===== src/logic/servo_travel_torque_limit_defs.vh =====
/*
 * Constants for the servo travel and torque supervisor: setting ranges,
 * defaults and stop method codes.
 * Assumes inclusion by bare name from design files under logic/.
 */
`ifndef SERVO_TRAVEL_TORQUE_LIMIT_DEFS_VH
`define SERVO_TRAVEL_TORQUE_LIMIT_DEFS_VH

// ****************************************
// percentage settings
// ****************************************
`define PCT_W              9
`define PCT_MAX            9'h12C
`define INT_LIMIT_DEFAULT  9'h12C
`define EXT_LIMIT_DEFAULT  9'h064
`define PLUG_TORQUE_DEFAULT 9'h12C
`define MOTOR_MAX_DEFAULT  9'h12C

// ****************************************
// stop method codes
// ****************************************
`define STOP_W             3
`define STOP_DB            3'h0
`define STOP_COAST         3'h1
`define STOP_PLUG_OFF_DB   3'h2
`define STOP_PLUG_OFF_CST  3'h3
`define STOP_PLUG_ZC_DB    3'h4
`define STOP_PLUG_ZC_CST   3'h5

`endif


===== src/logic/servo_travel_torque_limit.v =====
/*
 * Servo travel limit, stop method and torque limit supervisor.
 * Assumes all inputs but reset_n synchronous to clock; torque reference is an unsigned
 * percentage magnitude with direction bit; power_restart pulses high when power
 * is restored, and relatches only the direction setting.
 */
`timescale 1ns/100ps
`include "servo_travel_torque_limit_defs.vh"

//
// Contract
// - direction select 0 ccw forward, 1 cw
// - direction change applies only after power restart
// - forward limit high prohibits forward rotation only
// - reverse limit high prohibits reverse rotation only
// - forward usage 1 ignores forward limit input
// - reverse usage 1 ignores reverse limit input
// - overtravel keeps position error; host clears it
// - stop 0 dynamic brake then release, 1 coast
// - stop 2-5 plug brake on overtravel, zero clamp 4-5
// - plug braking torque limited by plug setting
// - servo off, alarm, power loss disable servo
// - internal limits per direction, default 300
// - external limits per direction, default 100
// - torque reaching active limit flags detection
// - limit above motor maximum uses motor maximum
// - external select input chooses external limit
// - limited output low while reference reaches or exceeds setting
module servo_travel_torque_limit #(
    parameter PCT_W = `PCT_W
) (
    input  wire             clock,                     // 20 MHz control clock
    input  wire             reset_n,                   // async reset, active low
    input  wire             power_restart,             // pulse: power restored, latch direction
    input  wire             rotation_direction_select, // 0 ccw forward, 1 cw forward
    input  wire             forward_travel_limit_in,   // low: forward allowed
    input  wire             reverse_travel_limit_in,   // low: reverse allowed
    input  wire             forward_limit_usage,       // 1 ignore forward limit input
    input  wire             reverse_limit_usage,       // 1 ignore reverse limit input
    input  wire [2:0]       stop_method_select,        // stop method 0..5
    input  wire [PCT_W-1:0] plug_brake_torque,         // plug braking torque percent
    input  wire [PCT_W-1:0] fwd_internal_torque_limit, // forward internal limit percent
    input  wire [PCT_W-1:0] rev_internal_torque_limit, // reverse internal limit percent
    input  wire [PCT_W-1:0] fwd_external_torque_limit, // forward external limit percent
    input  wire [PCT_W-1:0] rev_external_torque_limit, // reverse external limit percent
    input  wire [PCT_W-1:0] motor_max_torque,          // motor maximum torque percent
    input  wire             fwd_ext_limit_select_in,   // low: forward external limit
    input  wire             rev_ext_limit_select_in,   // low: reverse external limit
    input  wire             servo_on_in,               // 1 servo on requested
    input  wire             servo_alarm,               // 1 alarm active
    input  wire             power_ok,                  // 0 power lost
    input  wire             position_mode,             // 1 position control
    input  wire             error_clear_in,            // host clear of position error
    input  wire             torque_ref_neg,            // torque reference direction, 1 reverse
    input  wire [PCT_W-1:0] torque_ref_mag,            // torque reference magnitude percent
    output reg              direction_invert,          // active direction sense
    output reg              overtravel_condition,      // motor stopped by overtravel
    output reg              forward_inhibit,           // forward rotation prohibited
    output reg              reverse_inhibit,           // reverse rotation prohibited
    output reg              servo_enable,              // servo functions enabled
    output reg              dynamic_brake,             // dynamic brake applied
    output reg              plug_braking,              // plug braking active
    output reg              zero_clamp,                // zero clamp hold active
    output reg              hold_position_error,       // keep error count
    output reg              clear_position_error,      // discard error count
    output reg  [PCT_W-1:0] torque_limit_out,          // active torque limit
    output reg  [PCT_W-1:0] torque_cmd_out,            // clamped torque magnitude
    output reg              torque_cmd_neg,            // clamped torque direction
    output reg              torque_limited_out         // low: torque limited
);

    // ****************************************
    // direction setting latch
    // ****************************************
    reg dir_pending_q;
    always @(posedge clock or negedge reset_n) begin
        if (!reset_n) begin
            direction_invert <= 1'b0;
            dir_pending_q    <= 1'b1;
        end else if (dir_pending_q || power_restart) begin
            direction_invert <= rotation_direction_select;
            dir_pending_q    <= 1'b0;
        end
    end

    // ****************************************
    // travel limits and stop decision
    // ****************************************
    wire fwd_block_d = !forward_limit_usage && forward_travel_limit_in;
    wire rev_block_d = !reverse_limit_usage && reverse_travel_limit_in;
    wire off_d       = !servo_on_in || servo_alarm || !power_ok;
    wire plug_mode   = (stop_method_select >= `STOP_PLUG_OFF_DB) &&
                       (stop_method_select <= `STOP_PLUG_ZC_CST);
    wire coast_mode  = stop_method_select[0];
    wire ot_d        = (fwd_block_d && !torque_ref_neg) || (rev_block_d && torque_ref_neg);

    reg plug_done_q;
    always @(posedge clock or negedge reset_n) begin
        if (!reset_n) begin
            forward_inhibit      <= 1'b0;
            reverse_inhibit      <= 1'b0;
            overtravel_condition <= 1'b0;
            servo_enable         <= 1'b0;
            dynamic_brake        <= 1'b0;
            plug_braking         <= 1'b0;
            zero_clamp           <= 1'b0;
            plug_done_q          <= 1'b0;
            hold_position_error  <= 1'b0;
            clear_position_error <= 1'b0;
        end else begin
            forward_inhibit      <= fwd_block_d;
            reverse_inhibit      <= rev_block_d;
            overtravel_condition <= ot_d;
            clear_position_error <= error_clear_in;
            if (error_clear_in)
                hold_position_error <= 1'b0;
            else if (ot_d && position_mode)
                hold_position_error <= 1'b1;
            if (torque_ref_mag == {PCT_W{1'b0}} && plug_braking)
                plug_done_q <= 1'b1;
            else if (!ot_d)
                plug_done_q <= 1'b0;
            if (off_d) begin
                servo_enable  <= 1'b0;
                plug_braking  <= 1'b0;
                zero_clamp    <= 1'b0;
                dynamic_brake <= !coast_mode && (stop_method_select <= `STOP_PLUG_ZC_CST) &&
                                 (torque_ref_mag != {PCT_W{1'b0}});
            end else if (ot_d) begin
                if (plug_mode && !plug_done_q) begin
                    servo_enable  <= 1'b1;
                    plug_braking  <= 1'b1;
                    dynamic_brake <= 1'b0;
                end else if (plug_mode) begin
                    plug_braking  <= 1'b0;
                    zero_clamp    <= stop_method_select >= `STOP_PLUG_ZC_DB;
                    servo_enable  <= stop_method_select >= `STOP_PLUG_ZC_DB;
                    dynamic_brake <= 1'b0;
                end else begin
                    servo_enable  <= 1'b0;
                    dynamic_brake <= !coast_mode && (torque_ref_mag != {PCT_W{1'b0}});
                end
            end else begin
                servo_enable  <= 1'b1;
                dynamic_brake <= 1'b0;
                plug_braking  <= 1'b0;
                zero_clamp    <= 1'b0;
            end
        end
    end

    // ****************************************
    // torque limiting
    // ****************************************
    reg [PCT_W-1:0] sel_limit;
    reg [PCT_W-1:0] eff_limit;
    always @* begin
        if (torque_ref_neg)
            sel_limit = !rev_ext_limit_select_in ? rev_external_torque_limit : rev_internal_torque_limit;
        else
            sel_limit = !fwd_ext_limit_select_in ? fwd_external_torque_limit : fwd_internal_torque_limit;
        if (plug_braking && plug_brake_torque < sel_limit)
            sel_limit = plug_brake_torque;
        eff_limit = (sel_limit > motor_max_torque) ? motor_max_torque : sel_limit;
    end

    always @(posedge clock or negedge reset_n) begin
        if (!reset_n) begin
            torque_limit_out   <= `INT_LIMIT_DEFAULT;
            torque_cmd_out     <= {PCT_W{1'b0}};
            torque_cmd_neg     <= 1'b0;
            torque_limited_out <= 1'b1;
        end else begin
            torque_limit_out   <= eff_limit;
            torque_cmd_neg     <= torque_ref_neg;
            torque_cmd_out     <= (torque_ref_mag > eff_limit) ? eff_limit : torque_ref_mag;
            torque_limited_out <= !(torque_ref_mag >= eff_limit);
        end
    end

endmodule


===== config.mk =====
export PLATFORM = sky130hd
export DESIGN_NAME = servo_travel_torque_limit
export DESIGN_NICKNAME = d
export VERILOG_FILES = /design/src/logic/servo_travel_torque_limit.v
export VERILOG_INCLUDE_DIRS = /design/src /design/src/logic
export SDC_FILE = /design/constraint.sdc
export NUM_CORES = 1
export LEC_CHECK = 0
export BUFFER_PORTS_ARGS = -buffer_cell sky130_fd_sc_hd__buf_4
export CAP_MARGIN = 20
export CORE_MARGIN = 5
export CORE_UTILIZATION = 30
export DETAILED_ROUTE_END_ITERATION = 6
export PLACE_DENSITY = 0.63
export SLEW_MARGIN = 20
export SYNTH_ARGS = -nofsm -noshare
export SYNTH_HDL_FRONTEND = slang
export SYNTH_SLANG_ARGS = --single-unit

===== constraint.sdc =====
create_clock -name clock -period 6.1 [get_ports clock]
set_input_delay 1.83 -clock clock [delete_from_list [all_inputs] [get_ports clock]]
set_output_delay 1.83 -clock clock [all_outputs]
set_load 0.02 [all_outputs]

==> flow_metrics.tcl <==
set metrics [dict create \
    cts_max_level 2 \
    area_growth_syn_to_layout_pct 79.0 \
    cts_tree "yes" \
    grt_use_total_pct 14.5 \
    clock_sinks 32 \
    synthTopCellsByArea "dfrtp_1, ha_1, mux2_2" \
    dp.final_hpwl_um 6350 \
    cts.clk_slew.worst_paths_ns 0.06 \
    synth-seq-area-share_pct 32.4 \
    antenna_found_initial 0 \
    wl_per_cell_um 14.4 \
    cts_buffer_depth 2 \
    rows 33 \
    yosysWarningCount 0 \
    grt_max_degree 33 \
    die_w_um 101 \
    pre_cts_ws_ns -0.835 \
    rsz0062_at_grt "true" \
    cp-end-kind "register" \
    worst_r2r_startpoint "plug_braking" \
    hp-class "register to register" \
    nets 541 \
    leakage_nw 2.15 \
    overflow 0 \
    synth_top_area_cell "dfrtp_1" \
    finalCriticalPeriod_ns 6.44 \
    setup-violations-final 10 \
    max-vdd-ir-drop_v 0.000112 \
    clock-root-buffer "clkbuf_8" \
    crit_start "rev_ext_limit_select_in" \
    drive_above_1_share_pct 62.2 \
    cts_made_buffers 5 \
    slew_headroom_pct 66.6 \
    max_freq_mhz 155 \
    status "complete, but fails checks" \
    routed-via-count 2559 \
    violations "setup timing" \
    drc_errors 0 \
    startpoint_type "input pin" \
    power_frac_seq_pct 27.1 \
    final_hold_viol_count 0 \
    switching_share_pct 32.2 \
    io_buffers 111 \
    syn_inst 256 \
    hold_end "direction_invert" \
    power_density_nw_per_um2 218 \
    die-area_um2 10200 \
    cp.required_ns 6.26 \
    cp_slowest_cell "or3b_4" \
    p_total_w 0.000972 \
    syn-cell-area_um2 2490 \
    core_area_um2 8180 \
    slowest_delay_ns 0.42 \
    placed_cells 522 \
    postRouteWirelength_um 7750 \
    io_pins 112 \
    reg2reg_to "torque_cmd_out[0]" \
    die_h_um 101 \
    grt_pass1_wl_um 12100 \
    min_period_over_period_pct 106 \
    clkPwrFrac_pct 19.9 \
    worst_pin_slew_ns 0.497 \
    intPower_w 0.000659 \
    combPwrFrac_pct 53.0 \
    crit_top_cell "ha_4" \
    slew_violations 0 \
    yosys.cell_types.count 46 \
    gp_congestion 0.811 \
    ys_ff_latch 32 \
    hold_path_depth 1 \
    avgSynthCellArea_um2 9.74 \
    critPathMaxFanout 8 \
    final_cells 539 \
    insertion_delay_ns 0.28 \
    worstSetupPathType "input pin to register" \
    syn-num-nets 364 \
    ant_nets 0 \
    rr_worst_depth 21 \
    fin_skew_ns 0.00242 \
    maxCapViolations 0 \
    diodes 0 \
    min-delay-start "direction_invert" \
    p_switching_w 0.000313 \
    initial_utilization_pct 30.5 \
    fin_ws_ns -0.340 \
    cts_hold_buf 0 \
    cp.arrival_ns 6.60 \
    vias_per_cell 4.75 \
    drt_iter0_markers 34 \
    drt-pass1-iter-count 4 \
    synth_top_area_share_pct 26.1 \
    grt_pass1_vias 2656 \
    rrSetupSlack_ns 1.72 \
]
## stage by stage
| step | util (%) | hold slack, ns | TNS [ns] | instance area [µm²] |
|---|---|---|---|---|
| CTS | 50.9 | 0.510 | -2.89 | 4160 |
| global placement | 48.9 | 0.481 | -7.01 | 4000 |
| global route | 54.6 | 0.525 | -4.63 | 4460 |
| finish | 54.6 | 0.505 | -2.92 | 4460 |
| detailed placement | 48.9 | 0.496 | -7.92 | 4000 |
| floorplan | - | 0.484 | -4.78 | 2670 |
## per-layer routing
metal  routed length [µm]  track usage, %
met1                 3150            17.0
met2                 4110            27.9
met3                  424            2.34
met4                   64            2.15
met5                    0               0
## power groups by stage
stage               Sequential (W)  Combinational [W]  Clock, W
floorplan                 0.000315           0.000203         0
global route              0.000268           0.000555  0.000211
detailed placement        0.000268           0.000460         0
finish                    0.000263           0.000515  0.000193
CTS                       0.000264           0.000468  0.000201
global placement          0.000268           0.000452         0
## critical path: cells and delay by family
kind	cells	cell delay (ns)
mux	2	0.59
simple gates	7	1.39
compound gates	9	1.54
fa+ha+maj	3	0.61
buf+inv	5	0.63
## Yosys cell counts (all sizes together)
master,instances
a31oi,8
or2,1
nor4,3
o211ai,2
clkbuf,1
buf,7
o21ai,4
a41o,1
o22ai,1
o21a,1
o41a,1
and4,1
dfrtp,26
nand2,20
o21bai,9
a21boi,1
xor2,1
a221oi,1
dfstp,6
nand3,2
a211oi,2
mux2i,8
ha,26
a21oi,20
nor3,14
nor2b,6
or3b,9
nor3b,1
mux2,22
and2,1
a21o,2
conb,1
a22o,2
nor2,20
nand4,3
nand2b,2
or3,1
inv,19
## area by class of cell
cell class	count	area (µm²)
multi-input cells	198	1910
clock inverters	2	35.0
repair buffers	177	1440
fillers	756	3710
inverters	19	71.3
clock buffers	6	72.6
well taps	105	131
flip-flops and latches	32	808
## sequential cells by signal, summed over array words and instances (netlist names)
register,flops
clear_position_error,1
dir_pending_q,1
direction_invert,1
dynamic_brake,1
forward_inhibit,1
hold_position_error,1
overtravel_condition,1
plug_braking,1
plug_done_q,1
reverse_inhibit,1
servo_enable,1
torque_cmd_neg,1
torque_cmd_out,9
torque_limit_out,9
torque_limited_out,1
zero_clamp,1
## worst max path at each step
stage	depth (start not counted)	to	slack, ns
2_1_floorplan	26	torque_cmd_out[0]	-0.53
3_3_place_gp	25	torque_cmd_out[3]	-0.74
3_5_place_dp	25	torque_cmd_out[6]	-0.84
4_1_cts	26	torque_cmd_out[6]	-0.33
5_1_grt	27	torque_cmd_out[5]	-0.51
6_report	26	torque_cmd_out[0]	-0.34
## placed cells by master, fill, tap and decap left out, types with 3 or more instances in the layout
cell,instances
a21oi_1,9
a21oi_2,7
a21oi_4,4
a31oi_4,6
buf_12,3
buf_4,167
buf_6,3
clkbuf_16,3
clkbuf_8,5
dfrtp_1,26
dfstp_2,6
ha_1,17
ha_4,9
inv_1,14
inv_2,5
mux2_2,8
mux2_4,14
mux2i_1,8
nand2_1,17
nand4_1,3
nor2_1,19
nor2b_1,5
nor3_1,14
nor4_1,3
o21bai_1,5
or3b_4,7
## kinds of logic after synthesis
| logic type | synth area share, % |
|---|---|
| muxes | 13.6 |
| adders and majority gates | 13.1 |
| buffers and inverters | 5.42 |
| xor gates and xnor gates | 0.351 |
| DFF | 32.4 |
| and+or+nand+nor | 17.6 |
| other | 0.150 |
| AOI/OAI and AO/OA | 17.4 |
## what timing repair did
action                     4_1_cts  5_1_grt
resized for setup                8       38
hold endpoints to repair         0        0
pin swaps                        2        6
setup endpoints to repair       10       10
buffers inserted                 2        3
cloned                           0        4
No activity file was read; power rests on OpenSTA's default activity.
